`src/rwa_consts.vh`:
```
// Constants for the calendar window access block.
// Assumes inclusion by bare name from the design files.
`ifndef RWA_CONSTS_VH
`define RWA_CONSTS_VH
`define RWA_PTR_MSB        9
`define RWA_PTR_LSB        8
`define RWA_WREN_BIT       13
`define RWA_MASK_MSB       13
`define RWA_MASK_LSB       10
`define RWA_DATE_RESET     8'h01
`define RWA_PTR_RESET      2'h0
`define RWA_PTR_MIN        2'h0
`define RWA_UNLOCK_CYCLES  4'h1
`define RWA_MASK_HALF_SEC  4'h0
`define RWA_MASK_SEC       4'h1
`define RWA_MASK_TEN_SEC   4'h2
`define RWA_MASK_MIN       4'h3
`define RWA_MASK_TEN_MIN   4'h4
`define RWA_MASK_HOUR      4'h5
`define RWA_MASK_DAY       4'h6
`define RWA_MASK_WEEK      4'h7
`define RWA_MASK_MONTH     4'h8
`define RWA_MASK_YEAR      4'h9
`define RWA_FEB            8'h02
`define RWA_DAY29          8'h29
`endif

```
`src/rwa_window.v`:
```
// Calendar window access, write lock and alarm repeat match.
// Assumes BCD calendar values come from the timekeeping counters outside.
//
// Summary of operation
// - Time window shows pair chosen by pointer
// - Alarm pointer is config bits nine to eight
// - Alarm window pairs; code three shows nothing
// - Alarm high write decrements pointer, stops zero
// - Any alarm window read decrements pointer
// - Any time window read decrements pointer
// - Low byte writes leave pointer unchanged
// - Time writes ignored unless write enable set
// - Enable accepted with unlock or one cycle after
// - Yearly alarm skips February twenty-ninth
// - Time pointer bits nine to eight, decrements
`timescale 1ns/1ns
`default_nettype none
module rwa_window (
   input  wire        clk_sys,
   input  wire        resetn,
   // Configuration writes
   input  wire        cal_cfg_wr,
   input  wire [15:0] cal_cfg_wdata,
   input  wire        alm_cfg_wr,
   input  wire [15:0] alm_cfg_wdata,
   input  wire        unlock_done,
   // Time window access
   input  wire        time_rd,
   input  wire        time_wr_high,
   input  wire        time_wr_low,
   input  wire [15:0] time_wdata,
   // Alarm window access
   input  wire        alarm_rd,
   input  wire        alarm_wr_high,
   input  wire        alarm_wr_low,
   input  wire [15:0] alarm_wdata,
   // Current calendar values
   input  wire [7:0]  cur_year,
   input  wire [7:0]  cur_month,
   input  wire [7:0]  cur_day,
   input  wire [7:0]  cur_weekday,
   input  wire [7:0]  cur_hours,
   input  wire [7:0]  cur_minutes,
   input  wire [7:0]  cur_seconds,
   input  wire        half_sec_tick,
   input  wire        sec_tick,
   // Outputs
   output reg  [15:0] time_rdata,
   output reg  [15:0] alarm_rdata,
   output reg  [1:0]  time_pointer_out,
   output reg  [1:0]  alarm_pointer_out,
   output reg         time_write_enable,
   output reg         time_wr_strobe,
   output reg  [1:0]  time_wr_sel,
   output reg  [15:0] time_wr_data,
   output reg  [3:0]  alarm_repeat_mask,
   output reg         alarm_match
);
`include "rwa_consts.vh"
   // ----------------------------------------
   // Pointers
   // ----------------------------------------
   wire [1:0] time_pointer;
   wire [1:0] alarm_pointer;
   rwa_ptr u_time_ptr (
      .clk_sys  (clk_sys),
      .resetn   (resetn),
      .load     (cal_cfg_wr),
      .load_val (cal_cfg_wdata[`RWA_PTR_MSB:`RWA_PTR_LSB]),
      .step     (time_rd | time_wr_high),
      .ptr      (time_pointer)
   );
   rwa_ptr u_alarm_ptr (
      .clk_sys  (clk_sys),
      .resetn   (resetn),
      .load     (alm_cfg_wr),
      .load_val (alm_cfg_wdata[`RWA_PTR_MSB:`RWA_PTR_LSB]),
      .step     (alarm_rd | alarm_wr_high),
      .ptr      (alarm_pointer)
   );
   // ----------------------------------------
   // Alarm registers
   // ----------------------------------------
   reg [7:0] alarm_minutes;
   reg [7:0] alarm_seconds;
   reg [7:0] alarm_weekday;
   reg [7:0] alarm_hours;
   reg [7:0] alarm_month;
   reg [7:0] alarm_day;
   always @(posedge clk_sys or negedge resetn) begin
      if (!resetn) begin
         alarm_minutes <= 8'h00;
         alarm_seconds <= 8'h00;
         alarm_weekday <= 8'h00;
         alarm_hours   <= 8'h00;
         alarm_month   <= `RWA_DATE_RESET;
         alarm_day     <= `RWA_DATE_RESET;
      end else begin
         case (alarm_pointer)
            2'h0: begin
               if (alarm_wr_high) alarm_minutes <= alarm_wdata[15:8];
               if (alarm_wr_low)  alarm_seconds <= alarm_wdata[7:0];
            end
            2'h1: begin
               if (alarm_wr_high) alarm_weekday <= alarm_wdata[15:8];
               if (alarm_wr_low)  alarm_hours   <= alarm_wdata[7:0];
            end
            2'h2: begin
               if (alarm_wr_high) alarm_month <= alarm_wdata[15:8];
               if (alarm_wr_low)  alarm_day   <= alarm_wdata[7:0];
            end
            default: begin
            end
         endcase
      end
   end
   // ----------------------------------------
   // Write lock
   // ----------------------------------------
   // Unlock window is a one-cycle grace after the sequence
   reg unlock_open;
   always @(posedge clk_sys or negedge resetn) begin
      if (!resetn) begin
         unlock_open       <= 1'b0;
         time_write_enable <= 1'b0;
      end else begin
         unlock_open <= unlock_done;
         if (cal_cfg_wr) begin
            if (!cal_cfg_wdata[`RWA_WREN_BIT])
               time_write_enable <= 1'b0;
            else if (unlock_open || unlock_done)
               time_write_enable <= 1'b1;
         end
      end
   end
   // Locked writes are dropped, not queued
   always @(posedge clk_sys or negedge resetn) begin
      if (!resetn) begin
         time_wr_strobe <= 1'b0;
         time_wr_sel    <= 2'h0;
         time_wr_data   <= 16'h0000;
      end else begin
         time_wr_strobe <= time_write_enable & (time_wr_high | time_wr_low);
         // Select and data hold the last accepted write
         if (time_write_enable && (time_wr_high || time_wr_low)) begin
            time_wr_sel  <= time_pointer;
            time_wr_data <= time_wdata;
         end
      end
   end
   // ----------------------------------------
   // Read windows
   // ----------------------------------------
   reg [15:0] next_time_rdata;
   reg [15:0] next_alarm_rdata;
   always @* begin
      case (time_pointer)
         2'h0:    next_time_rdata = {cur_minutes, cur_seconds};
         2'h1:    next_time_rdata = {cur_weekday, cur_hours};
         2'h2:    next_time_rdata = {cur_month, cur_day};
         default: next_time_rdata = {8'h00, cur_year};
      endcase
      case (alarm_pointer)
         2'h0:    next_alarm_rdata = {alarm_minutes, alarm_seconds};
         2'h1:    next_alarm_rdata = {alarm_weekday, alarm_hours};
         2'h2:    next_alarm_rdata = {alarm_month, alarm_day};
         default: next_alarm_rdata = 16'h0000;
      endcase
   end
   always @(posedge clk_sys or negedge resetn) begin
      if (!resetn) begin
         time_rdata        <= 16'h0000;
         alarm_rdata       <= 16'h0000;
         time_pointer_out  <= `RWA_PTR_RESET;
         alarm_pointer_out <= `RWA_PTR_RESET;
      end else begin
         time_rdata        <= next_time_rdata;
         alarm_rdata       <= next_alarm_rdata;
         time_pointer_out  <= time_pointer;
         alarm_pointer_out <= alarm_pointer;
      end
   end
   // ----------------------------------------
   // Alarm repeat match
   // ----------------------------------------
   wire eq_s1  = cur_seconds[3:0] == alarm_seconds[3:0];
   wire eq_s   = cur_seconds == alarm_seconds;
   wire eq_m1  = cur_minutes[3:0] == alarm_minutes[3:0];
   wire eq_m   = cur_minutes == alarm_minutes;
   wire eq_h   = cur_hours == alarm_hours;
   wire eq_wd  = cur_weekday == alarm_weekday;
   wire eq_d   = cur_day == alarm_day;
   wire eq_mo  = cur_month == alarm_month;
   wire leap29 = alarm_month == `RWA_FEB && alarm_day == `RWA_DAY29;
   reg next_match;
   always @* begin
      case (alarm_repeat_mask)
         `RWA_MASK_HALF_SEC: next_match = half_sec_tick;
         `RWA_MASK_SEC:      next_match = sec_tick;
         `RWA_MASK_TEN_SEC:  next_match = sec_tick & eq_s1;
         `RWA_MASK_MIN:      next_match = sec_tick & eq_s;
         `RWA_MASK_TEN_MIN:  next_match = sec_tick & eq_s & eq_m1;
         `RWA_MASK_HOUR:     next_match = sec_tick & eq_s & eq_m;
         `RWA_MASK_DAY:      next_match = sec_tick & eq_s & eq_m & eq_h;
         `RWA_MASK_WEEK:     next_match = sec_tick & eq_s & eq_m & eq_h & eq_wd;
         `RWA_MASK_MONTH:    next_match = sec_tick & eq_s & eq_m & eq_h & eq_d;
         `RWA_MASK_YEAR:     next_match = sec_tick & eq_s & eq_m & eq_h & eq_d & eq_mo & ~leap29;
         default:            next_match = 1'b0;
      endcase
   end
   always @(posedge clk_sys or negedge resetn) begin
      if (!resetn) begin
         alarm_repeat_mask <= `RWA_MASK_HALF_SEC;
         alarm_match       <= 1'b0;
      end else begin
         if (alm_cfg_wr)
            alarm_repeat_mask <= alm_cfg_wdata[`RWA_MASK_MSB:`RWA_MASK_LSB];
         alarm_match <= next_match;
      end
   end
endmodule // rwa_window
`default_nettype wire

```
`src/rwa_ptr.v`:
```
// Two-bit window pointer with load and saturating decrement.
// Assumes load and step requests are single-cycle strobes.
`timescale 1ns/1ns
`default_nettype none
module rwa_ptr (
   input  wire       clk_sys,
   input  wire       resetn,
   input  wire       load,
   input  wire [1:0] load_val,
   input  wire       step,
   output reg  [1:0] ptr
);
`include "rwa_consts.vh"
   always @(posedge clk_sys or negedge resetn) begin
      if (!resetn) begin
         ptr <= `RWA_PTR_RESET;
      end else if (load) begin
         ptr <= load_val;
      end else if (step && ptr != `RWA_PTR_MIN) begin
         // Saturates at zero, stays on minutes and seconds
         ptr <= ptr - 2'h1;
      end
   end
endmodule // rwa_ptr
`default_nettype wire

```
`config.mk`:
```
export PLATFORM = sky130hd
export DESIGN_NAME = rwa_window
export DESIGN_NICKNAME = d
export VERILOG_FILES = /design/src/rwa_window.v /design/src/rwa_ptr.v
export VERILOG_INCLUDE_DIRS = /design/src
export SDC_FILE = /design/constraint.sdc
export NUM_CORES = 1
export LEC_CHECK = 0
export BUFFER_PORTS_ARGS = -buffer_cell sky130_fd_sc_hd__buf_4
export CAP_MARGIN = 40
export CORE_ASPECT_RATIO = 1.4
export CORE_MARGIN = 4
export CORE_UTILIZATION = 53
export CTS_CLUSTER_SIZE = 8
export DETAILED_ROUTE_END_ITERATION = 8
export PLACE_DENSITY = 0.85
export SYNTH_ARGS = -nofsm -noshare
export SYNTH_HDL_FRONTEND = slang
export SYNTH_SLANG_ARGS = --single-unit
```
`constraint.sdc`:
```
create_clock -name clk_sys -period 2.7 [get_ports clk_sys]
set_clock_uncertainty 0.15 [all_clocks]
set_input_delay 0.135 -clock clk_sys [delete_from_list [all_inputs] [get_ports clk_sys]]
set_output_delay 0.135 -clock clk_sys [all_outputs]
set_load 0.01 [all_outputs]
```
==> out/metrics.cfg, run 1 <==
[routing]
ant_nets = 0
wl_um = 18100
routedWlPerCell_um = 22.5
drt-initial-drc-count = 559
drc_errors = 0
dr_total_vias = 4820
drt_first_pass_iters = 8
viasPerCell = 5.99

[layout]
layout_common_cells = buf_4 (185), dfrtp_1 (112), dlygate4sd3_1 (94), mux2_2 (67), a222oi_1 (32)
final_common_cell = buf_4
area_growth_pct = 58.9
final_layout_size_suffix_gt1_share_pct = 41.4
utilization_pct = 86.4
nNetsFinal = 825
multi_input_area_um2 = 2160
nFillCells = 424
fin_cells = 805
regArea_um2 = 2860
antenna_cells = 0

[logic_synthesis]
ys_warn_count = 0
ys_seq_area_share_pct = 55.5
synth_edf_count = 0
avgSynthCellArea_um2 = 12.8
syn_nets = 544
ys_ff_latch = 114
yosys_most_used_dff = dfrtp_1
async_flop_share_pct = 100
synth_cells = 403
netlist_area_um2 = 5140
netlist-cell-type-count = 30

[power]
combPwrFrac_pct = 33.0
p_sw_mw = 2.51
p_seq_share_pct = 37.4
fin_total_pwr_mw = 7.81
leakage_nw = 3.81
p_int_mw = 5.30
power_density_nw_per_um2 = 956
peakVddDrop_v = 0.000699
switching_share_pct = 32.1
clkPwrFrac_pct = 29.6

[place]
place.gp.congestion = 0.979
dp.cells = 681
port_buffers = 170
pre_cts_slack_ns = 0.781
hpwl_um = 11600

[grt]
grt_max_degree = 56
grt_pass1_vias = 5340
grt-ovfl-total = 0
grtUsageTotal_pct = 33.0
antenna_found_initial = 0
grt_pass1_wl_um = 28500

[floorplan]
die-area_um2 = 11400
die_w_um = 91.3
die_height_um = 125
io_pins = 194
rows = 42
coreArea_um2 = 9460
initial_core_util_pct = 54.4

[timing]
finalHoldViolCount = 0
rsz0062_at_grt = false
max_slew_margin_pct = 47.4
report.final.slew_viol_count = 0
finalWorstSetupSlack_ns = 0.0829
timing.final.crit_share_pct = 96.9
fmax_mhz = 382
tightest_slew_ns = 0.789
min_period_ns = 2.62
finalSetupTns_ns = 0
finalSetupViolCount = 0

[setup_path]
r2r_cells = 6
startpoint = u_time_ptr.ptr[0]
r2r-end = time_rdata[0]
r2r_slack_ns = 0.08
critPathRequiredTime_ns = 2.84
crit_type = flip-flop to flip-flop
path_max_fanout = 12
cp-start-kind = flip-flop
cp.arrival_ns = 2.75
rr_startpoint = u_time_ptr.ptr[0]
crit_end = time_rdata[0]
end_kind = flip-flop

[worst_hold_path]
hp-class = primary input to asynchronous set/reset pin

[clocking]
cts_root_buf = clkbuf_16
insertion_delay_ns = 0.41
tritoncts = built
numCtsBuffers = 17
clockBufferDepth = 2
cts.htree.levels = 4
path_clk_slew_ns = 0.05
cts_setup_buffers = 0
numClockSinks = 114

[run_status]
outcome = completed

[flow_run]
max_cap_violations = 0

[synth_stat cells, types with 2 or more instances]
| master | number | area share, % |
|---|---|---|
| a21oi_1 | 5 | 0.49 |
| dfstp_2 | 2 | 1.0 |
| o21ai_0 | 10 | 0.97 |
| nor3_1 | 3 | 0.29 |
| a222oi_1 | 32 | 6.2 |
| clkbuf_1 | 9 | 0.66 |
| xor2_1 | 31 | 5.3 |
| ha_1 | 8 | 1.9 |
| buf_2 | 4 | 0.39 |
| buf_1 | 4 | 0.29 |
| nand4_1 | 7 | 0.85 |
| nor4b_1 | 2 | 0.34 |
| o21bai_1 | 2 | 0.29 |
| nand2_1 | 15 | 1.1 |
| nor4_1 | 8 | 0.97 |
| nor2_1 | 29 | 2.1 |
| dfrtp_1 | 112 | 55 |
| xnor2_1 | 19 | 3.2 |
| nand3_1 | 2 | 0.19 |
| mux2i_1 | 9 | 1.8 |
| mux2_2 | 67 | 15 |
| inv_1 | 15 | 1.1 |
[layout make-up]
| type | count | share of cell area [%] |
|---|---|---|
| clock inverter | 9 | 1.59 |
| timing repair buffer | 280 | 28.8 |
| inverter | 15 | 0.689 |
| tap | 110 | 1.68 |
| multi-input combinational | 256 | 26.4 |
| sequential | 114 | 35.0 |
| clock buffer | 21 | 5.88 |
[stage by stage]
step | area (um2) | hold slack (ns)
after floorplan | 5140 | -0.311
after global routing | 8170 | 0.0985
final | 8170 | 0.0705
after detailed placement | 6620 | -0.0466
after global placement | 6620 | -0.0549
after CTS | 8170 | 0.0714
[logic make-up after synthesis]
kind of cell	share of synthesized area, %
DFF	55.5
adders and majority gates	1.95
AOI/OAI and AO/OA	8.64
buffers and inverters	2.53
xor gates and xnor gates	8.52
and+or+nand+nor	6.42
muxes	16.4
[worst max-delay path, stage by stage, from the launching register on]
cell           delay (ns)
dfrtp_1              0.44
inv_1                0.13
ha_1                 0.40
buf_4                0.25
a222oi_1             0.37
mux2i_1              0.16
dlygate4sd3_1        0.60
[metal layers]
layer | GRT usage, % | vias up | part of all wire (%)
met3 | 8.52 | 95 | 7.5
li1 | - | 2045 | -
met4 | 20.3 | 0 | 7.0
met5 | 0 | - | 0
met2 | 57.9 | 312 | 52
met1 | 34.7 | 2368 | 34
[registers in the layout, summed over array words and instances (netlist names), 2 cells and up]
register and count:
alarm_pointer_out 2, u_time_ptr.ptr 2, alarm_seconds 8, alarm_minutes 8, alarm_day 8, alarm_hours 8
time_wr_data 16, u_alarm_ptr.ptr 2, time_wr_sel 2, alarm_weekday 8, time_pointer_out 2, time_rdata 16
alarm_rdata 16, alarm_month 8, alarm_repeat_mask 4
[what timing repair did]
action / 4_1_cts / 5_1_grt
endpoints found under the hold margin: 204 / 0
resized for setup: 0 / 1
hold buffers: 94 / 0
setup endpoints to repair: 0 / 1
[worst min path at each step]
stage	from	endpoint	slack (ns)	cells past startpoint
6_report	resetn	time_wr_data[8]	0.07	2
5_1_grt	resetn	time_wr_data[8]	0.1	2
4_1_cts	resetn	time_wr_data[8]	0.07	2
3_5_place_dp	resetn	time_wr_data[8]	-0.05	1
3_3_place_gp	resetn	time_wr_data[8]	-0.05	1
2_1_floorplan	resetn	alarm_day[1]	-0.31	0
[power by group through the flow]
stage	registers [mW]	clock network (mW)	logic, mW
global placement	2.85	0	2.19
CTS	2.88	2.32	2.49
finish	2.92	2.31	2.58
global route	2.98	2.40	2.73
floorplan	2.88	0	1.16
detailed placement	2.89	0	2.25
Power figures use the tool's default switching activity.
==> inputs of run 2 (changes only) <==
Settings changed: PLACE_DENSITY 0.85 to 0.89, SLEW_MARGIN from default to 20.
==> run 2 against run 1 <==
Effect of this change:
- the flow now finishes with violations (negative setup slack)
- sequential share of layout area is 0.32 points higher
- core utilization is 0.79 points lower
- fmax is 3.6% lower
- cell area is 0.92% lower
- flip-flop and latch count stayed put
- combinational power is 4% higher
- cell count is 0.62% lower
- first-iteration DRC count is 65% higher
- highest routed layer unchanged
==> out/metrics.cfg, run 2 (same netlist as run 1, synthesis figures left out) <==
[power]
peakVddDrop_v = 0.000583  ; -17%
leakage_nw = 3.75  ; -1.6%
power_density_nw_per_um2 = 970  ; +1.5%

[timing]
report.final.slew_viol_count = 0  ; unchanged
timing.final.crit_share_pct = 101  ; +3.6 points
finalWorstSetupSlack_ns = -0.0147  ; -0.0976 ns
finalSetupViolCount = 1  ; +1
fmax_mhz = 368  ; -3.6%
min_period_ns = 2.71  ; +0.0976 ns
max_slew_margin_pct = 45.1  ; -2.4 points
finalHoldViolCount = 0  ; unchanged
hold_slack_ns = 0.0175  ; -0.0530 ns
tightest_slew_ns = 0.824  ; +0.0355 ns

[routing]
drc_errors = 0  ; unchanged
viasPerCell = 6.21  ; +3.6%
dr_total_vias = 4964  ; +3.0%
ant_nets = 0  ; unchanged
drt_first_pass_iters = 8  ; unchanged
routedWlPerCell_um = 24.9  ; +11%
drt-initial-drc-count = 925  ; +65%
wl_um = 20000  ; +10%

[worst_hold_path]
min-delay-start = time_wr_low
min_path_cells = 3
holdPathEnd = time_wr_sel[0]
hp-class = primary input to flip-flop

[setup_path]
end_kind = flip-flop
critPathRequiredTime_ns = 2.85  ; about the same
path_max_fanout = 10  ; -2
r2r_cells = 6  ; unchanged
critPathBufInv = 3  ; unchanged
cp-start-kind = flip-flop
crit_family = buffers and inverters
crit_chain = inv_1, ha_1, buf_4, a222oi_1, mux2i_1, dlygate4sd3_1
cp_slowest_cell = dlygate4sd3_1
r2r_slack_ns = -0.01  ; -0.10 ns
cp.arrival_ns = 2.86  ; +0.11 ns
r2r-end = time_rdata[1]
slowest_delay_ns = 0.62  ; +0.02 ns
crit_type = flip-flop to flip-flop
rr_startpoint = u_time_ptr.ptr[1]

[grt]
grt_max_degree = 46  ; -18%
antenna_found_initial = 0  ; unchanged
grt_pass1_wl_um = 28900  ; +1.1%
grt_pass1_vias = 5308  ; -0.60%
grtUsageTotal_pct = 33.2  ; +0.22 points
grt-ovfl-total = 0  ; unchanged

[floorplan]
die_w_um = 91.3  ; unchanged
initial_core_util_pct = 54.4  ; unchanged
rows = 42  ; unchanged
die_height_um = 125  ; unchanged
die-area_um2 = 11400  ; unchanged
io_pins = 194  ; unchanged
coreArea_um2 = 9460  ; unchanged

[layout]
final_layout_size_suffix_gt1_share_pct = 41.3  ; -0.13 points
nNetsFinal = 818  ; -0.85%
final_common_cell = buf_4
multi_input_area_um2 = 2160  ; +0.12%
reg_top3 = alarm_rdata x16, time_rdata x16, time_wr_data x16
regArea_um2 = 2860  ; unchanged
layout_common_cells = buf_4 (180), dfrtp_1 (112), dlygate4sd3_1 (92), mux2_2 (67), a222oi_1 (32)
utilization_pct = 85.6  ; -0.79 points
antenna_cells = 0  ; unchanged
area_growth_pct = 57.4
nFillCells = 447  ; +5.4%
design_area_um2 = 8090  ; -0.92%

[clocking]
cts_root_buf = clkbuf_16
tritoncts = built
numClockSinks = 114  ; unchanged
cts_setup_buffers = 0  ; unchanged
numCtsBuffers = 17  ; unchanged
insertion_delay_ns = 0.42  ; about the same
path_clk_slew_ns = 0.06  ; about the same
clockBufferDepth = 2  ; unchanged
cts.htree.levels = 4  ; unchanged

[place]
post_dp_cell_area_um2 = 6570  ; -0.68%
hpwl_um = 11400  ; -1.5%
place.gp.congestion = 1.02  ; +3.7%
port_buffers = 170  ; unchanged

[run_status]
outcome = complete, but fails checks
violations = negative setup slack

[flow_run]
max_cap_violations = 0  ; unchanged

## run 2: cell count changes in the layout (fill, tap and decap cells not counted), sizes merged
| cell | change |
|---|---|
| buf | -5 |
| clkinvlp | +4 |
| dlygate4sd3 | -2 |
| bufinv | -1 |
| clkbuf | -1 |
## run 2: worst register-to-register path: cells and delay by family, from the launching register on
kind / cells / cell delay, ns
multiplexers: 1 / 0.17
buffers and inverters: 3 / 1.02
AO/OA/AOI/OAI: 1 / 0.41
adder cells (fa/ha/maj): 1 / 0.40
flip-flops: 1 / 0.46
## run 2: per-stage QoR
stage | TNS (ns) | std cells | setup WS (ns) | power [mW]
floorplan | 0 | 403 | 1.03 | 4.04
global placement | 0 | 675 | 0.630 | 5.04
detailed placement | 0 | 675 | 0.578 | 5.14
CTS | 0 | 799 | 0.0729 | 7.55
global route | -0.0133 | 800 | -0.0133 | 8.11
finish | -0.0147 | 800 | -0.0147 | 7.85
## run 2: power breakdown
part	total (mW)	internal [mW]	leakage [nW]	switching [mW]
Sequential	2.95	2.35	1.37	0.597
Clock	2.23	1.40	0.274	0.827
Combinational	2.68	1.40	2.11	1.27
## run 2: area by class of cell
class,instances,area share [%]
Tap cell,110,1.70
Sequential cell,114,35.3
Clock buffer,20,5.64
Multi-Input combinational cell,256,26.7
Inverter,15,0.696
Clock inverter,12,1.65
Timing Repair Buffer,273,28.3
## run 2: worst max-delay path by stage
stage / start / endpoint / slack [ns] / depth (start not counted)
final: u_time_ptr.ptr[1] / time_rdata[1] / -0.01 / 6
after global routing: u_time_ptr.ptr[0] / u_time_ptr.ptr[0] / -0.01 / 6
after CTS: u_time_ptr.ptr[0] / u_time_ptr.ptr[1] / 0.07 / 7
after detailed placement: u_alarm_ptr.ptr[0] / alarm_minutes[1] / 0.58 / 4
after global placement: u_alarm_ptr.ptr[0] / alarm_minutes[1] / 0.63 / 4
after floorplan: u_alarm_ptr.ptr[0] / alarm_day[1] / 1.03 / 5
## run 2: per-layer routing
layer  global-route usage [%]  vias up  part of all wire, %
met4                     17.2        0                  6.7
met2                     57.3      403                   50
li1                         -     2033                    -
met3                     8.10      120                  8.8
met1                     37.8     2408                   34
met5                        0        -                    0
## run 2: what timing repair did
action                                  in CTS  in global routing
gates resized for setup                      0                  2
hold buffers                                92                  0
hold endpoints to repair                   171                  0
endpoints found under the setup margin       0                  3
==> inputs of run 3 (changes only) <==
Settings changed: CORE_UTILIZATION 53 to 40, PLACE_DENSITY 0.89 to 0.71.
Clock period 2.7 ns to 2.8 ns, I/O delays scaled along.
==> run 3 against run 2 <==
Effect of this change:
- the flow now finishes without violations
- sequential power down 7.1%
- first-iteration DRC count down 66%
- cell count up 5.0%
- critical path depth down 1
- worst setup slack better by 0.30 ns
- cell area up 1.0%
- flip-flop and latch count unchanged
- worst hold slack better by 0.033 ns
- critical path type unchanged
- routed wire length down 16%
- sequential share of layout area down 0.36 points
- global-route usage down 9.8 points
- die area up 30%
==> out/metrics.cfg, run 3 (same netlist as run 1, synthesis figures left out) <==
[run_status]
outcome = completed

[power]
p_sw_mw = 2.33  ; -14%
combPwrFrac_pct = 32.7  ; -1.4 points
fin_total_pwr_mw = 7.45  ; -5.1%
leakage_nw = 3.78  ; +0.85%
p_int_mw = 5.12  ; -0.56%
power_density_nw_per_um2 = 911  ; -6.1%
p_seq_share_pct = 36.7  ; -0.8 points
clkPwrFrac_pct = 30.5  ; +2.1 points
switching_share_pct = 31.2  ; -3.2 points
peakVddDrop_v = 0.000419  ; -28%

[floorplan]
initial_core_util_pct = 41.2  ; -13 points
coreArea_um2 = 12500  ; +32%
die_height_um = 142  ; +14%
die_w_um = 104  ; +14%
rows = 48  ; +14%
die-area_um2 = 14800  ; +30%
io_pins = 194  ; unchanged

[layout]
multi_input_area_um2 = 2160  ; -0.23%
layout_common_cells = buf_4 (180), dfrtp_1 (112), dlygate4sd3_1 (91), mux2_2 (67), a222oi_1 (32)
area_growth_pct = 59.0
final_common_cell = buf_4
nFillCells = 903  ; +100%
final_layout_size_suffix_gt1_share_pct = 41.2  ; -0.14 points
antenna_cells = 0  ; unchanged
reg_top3 = alarm_rdata x16, time_rdata x16, time_wr_data x16
nNetsFinal = 818  ; unchanged
regArea_um2 = 2860  ; unchanged

[place]
hpwl_um = 11700  ; +3.0%
port_buffers = 170  ; unchanged
place.gp.congestion = 0.917  ; -9.7%
pre_cts_slack_ns = 0.738  ; +0.160 ns

[worst_hold_path]
hp-class = primary input to flip-flop
min_path_cells = 4  ; +1
min-delay-start = time_wr_low
holdPathEnd = time_wr_strobe

[timing]
min_period_ns = 2.52  ; -0.196 ns
finalWorstSetupSlack_ns = 0.282  ; +0.296 ns
finalSetupTns_ns = 0  ; +0.0147 ns
tightest_slew_ns = 0.809  ; -0.0155 ns
report.final.slew_viol_count = 0  ; unchanged
rsz0062_at_grt = false
finalSetupViolCount = 0  ; -1
timing.final.crit_share_pct = 89.9  ; -11 points
finalHoldViolCount = 0  ; unchanged
max_slew_margin_pct = 46.1  ; +1.0 points
fmax_mhz = 397  ; +7.8%

[flow_run]
max_cap_violations = 0  ; unchanged

[clocking]
numCtsBuffers = 17  ; unchanged
path_clk_slew_ns = 0.05  ; about the same
ctsHoldBuffers = 91  ; -1.1%
cts_resized = 0  ; unchanged
numClockSinks = 114  ; unchanged
cts_root_buf = clkbuf_16
cts_setup_buffers = 0  ; unchanged
tritoncts = built
clockBufferDepth = 2  ; unchanged
cts.htree.levels = 4  ; unchanged
insertion_delay_ns = 0.42  ; about the same

[grt]
grt_max_degree = 50  ; +8.7%
grtUsageTotal_pct = 23.4  ; -9.8 points
grt_pass1_wl_um = 26800  ; -7.2%
grt_pass1_vias = 4886  ; -8.0%
antenna_found_initial = 0  ; unchanged
grt-ovfl-total = 0  ; unchanged

[setup_path]
slowest_delay_ns = 0.57  ; -0.05 ns
r2r_cells = 5  ; -1
crit_type = flip-flop to flip-flop
rr_startpoint = u_time_ptr.ptr[0]
r2r_slack_ns = 0.28  ; +0.30 ns
path_max_fanout = 16  ; +6
crit_family = buffers and inverters
critPathRequiredTime_ns = 2.94  ; +0.09 ns
cp_slowest_cell = dlygate4sd3_1
crit_chain = inv_1, ha_1, a222oi_1, mux2i_1, dlygate4sd3_1
end_kind = flip-flop
r2r-end = time_rdata[7]
critPathBufInv = 2  ; -1
cp-start-kind = flip-flop
cp.arrival_ns = 2.66  ; -0.20 ns

[routing]
wl_um = 16800  ; -16%
drc_errors = 0  ; unchanged
drt-initial-drc-count = 317  ; -66%
dr_total_vias = 4529  ; -8.8%
drt_first_pass_iters = 8  ; unchanged
routedWlPerCell_um = 20.1  ; -20%
ant_nets = 0  ; unchanged
viasPerCell = 5.39  ; -13%

## run 3: area by class of cell
cell class	count	share of cell area (%)
multi-input combinational	256	26.4
clock buffer	19	5.42
sequential	114	34.9
inverter	15	0.689
tap	150	2.30
timing repair buffer	273	28.0
clock inverter	13	2.25
## run 3: power groups by stage
stage               clock network (mW)  registers (mW)  logic [mW]
floorplan                            0            2.78        1.11
global placement                     0            2.72        2.15
detailed placement                   0            2.75        2.20
CTS                               2.29            2.73        2.41
global route                      2.37            2.81        2.61
finish                            2.27            2.74        2.44
## run 3: worst min-delay path, cell delays in order
cell     delay (ns)
buf_4          0.08
o21ai_1        0.06
buf_4          0.21
inv_1          0.07
## run 3: how the worst max path moves through the flow
stage	from	to	slack, ns	cells after the start
final	u_time_ptr.ptr[0]	time_rdata[7]	0.28	5
after global placement	u_alarm_ptr.ptr[1]	alarm_hours[1]	0.78	4
after CTS	u_time_ptr.ptr[0]	time_rdata[7]	0.28	5
after detailed placement	u_alarm_ptr.ptr[1]	alarm_weekday[1]	0.74	4
after floorplan	u_alarm_ptr.ptr[0]	alarm_day[1]	1.13	5
after global routing	u_time_ptr.ptr[0]	time_rdata[7]	0.13	5
## run 3: layer usage
metal / track usage [%] / up-vias / wire length (um)
met5: 0 / - / 0
met4: 10.6 / 0 / 597
met3: 6.40 / 47 / 1240
met2: 42.1 / 232 / 8770
met1: 26.0 / 2214 / 6250
li1: - / 2036 / -
## run 3: stage by stage
step           std cells  hold slack (ns)  area [um2]  utilization [%]
2_1_floorplan        403           -0.306        5140                -
3_3_place_gp         716          -0.0161        6630             53.1
3_5_place_dp         716         -0.00542        6630             53.1
4_1_cts              839           0.0365        8170             65.4
5_1_grt              840           0.0485        8180             65.5
6_report             840           0.0506        8180             65.5
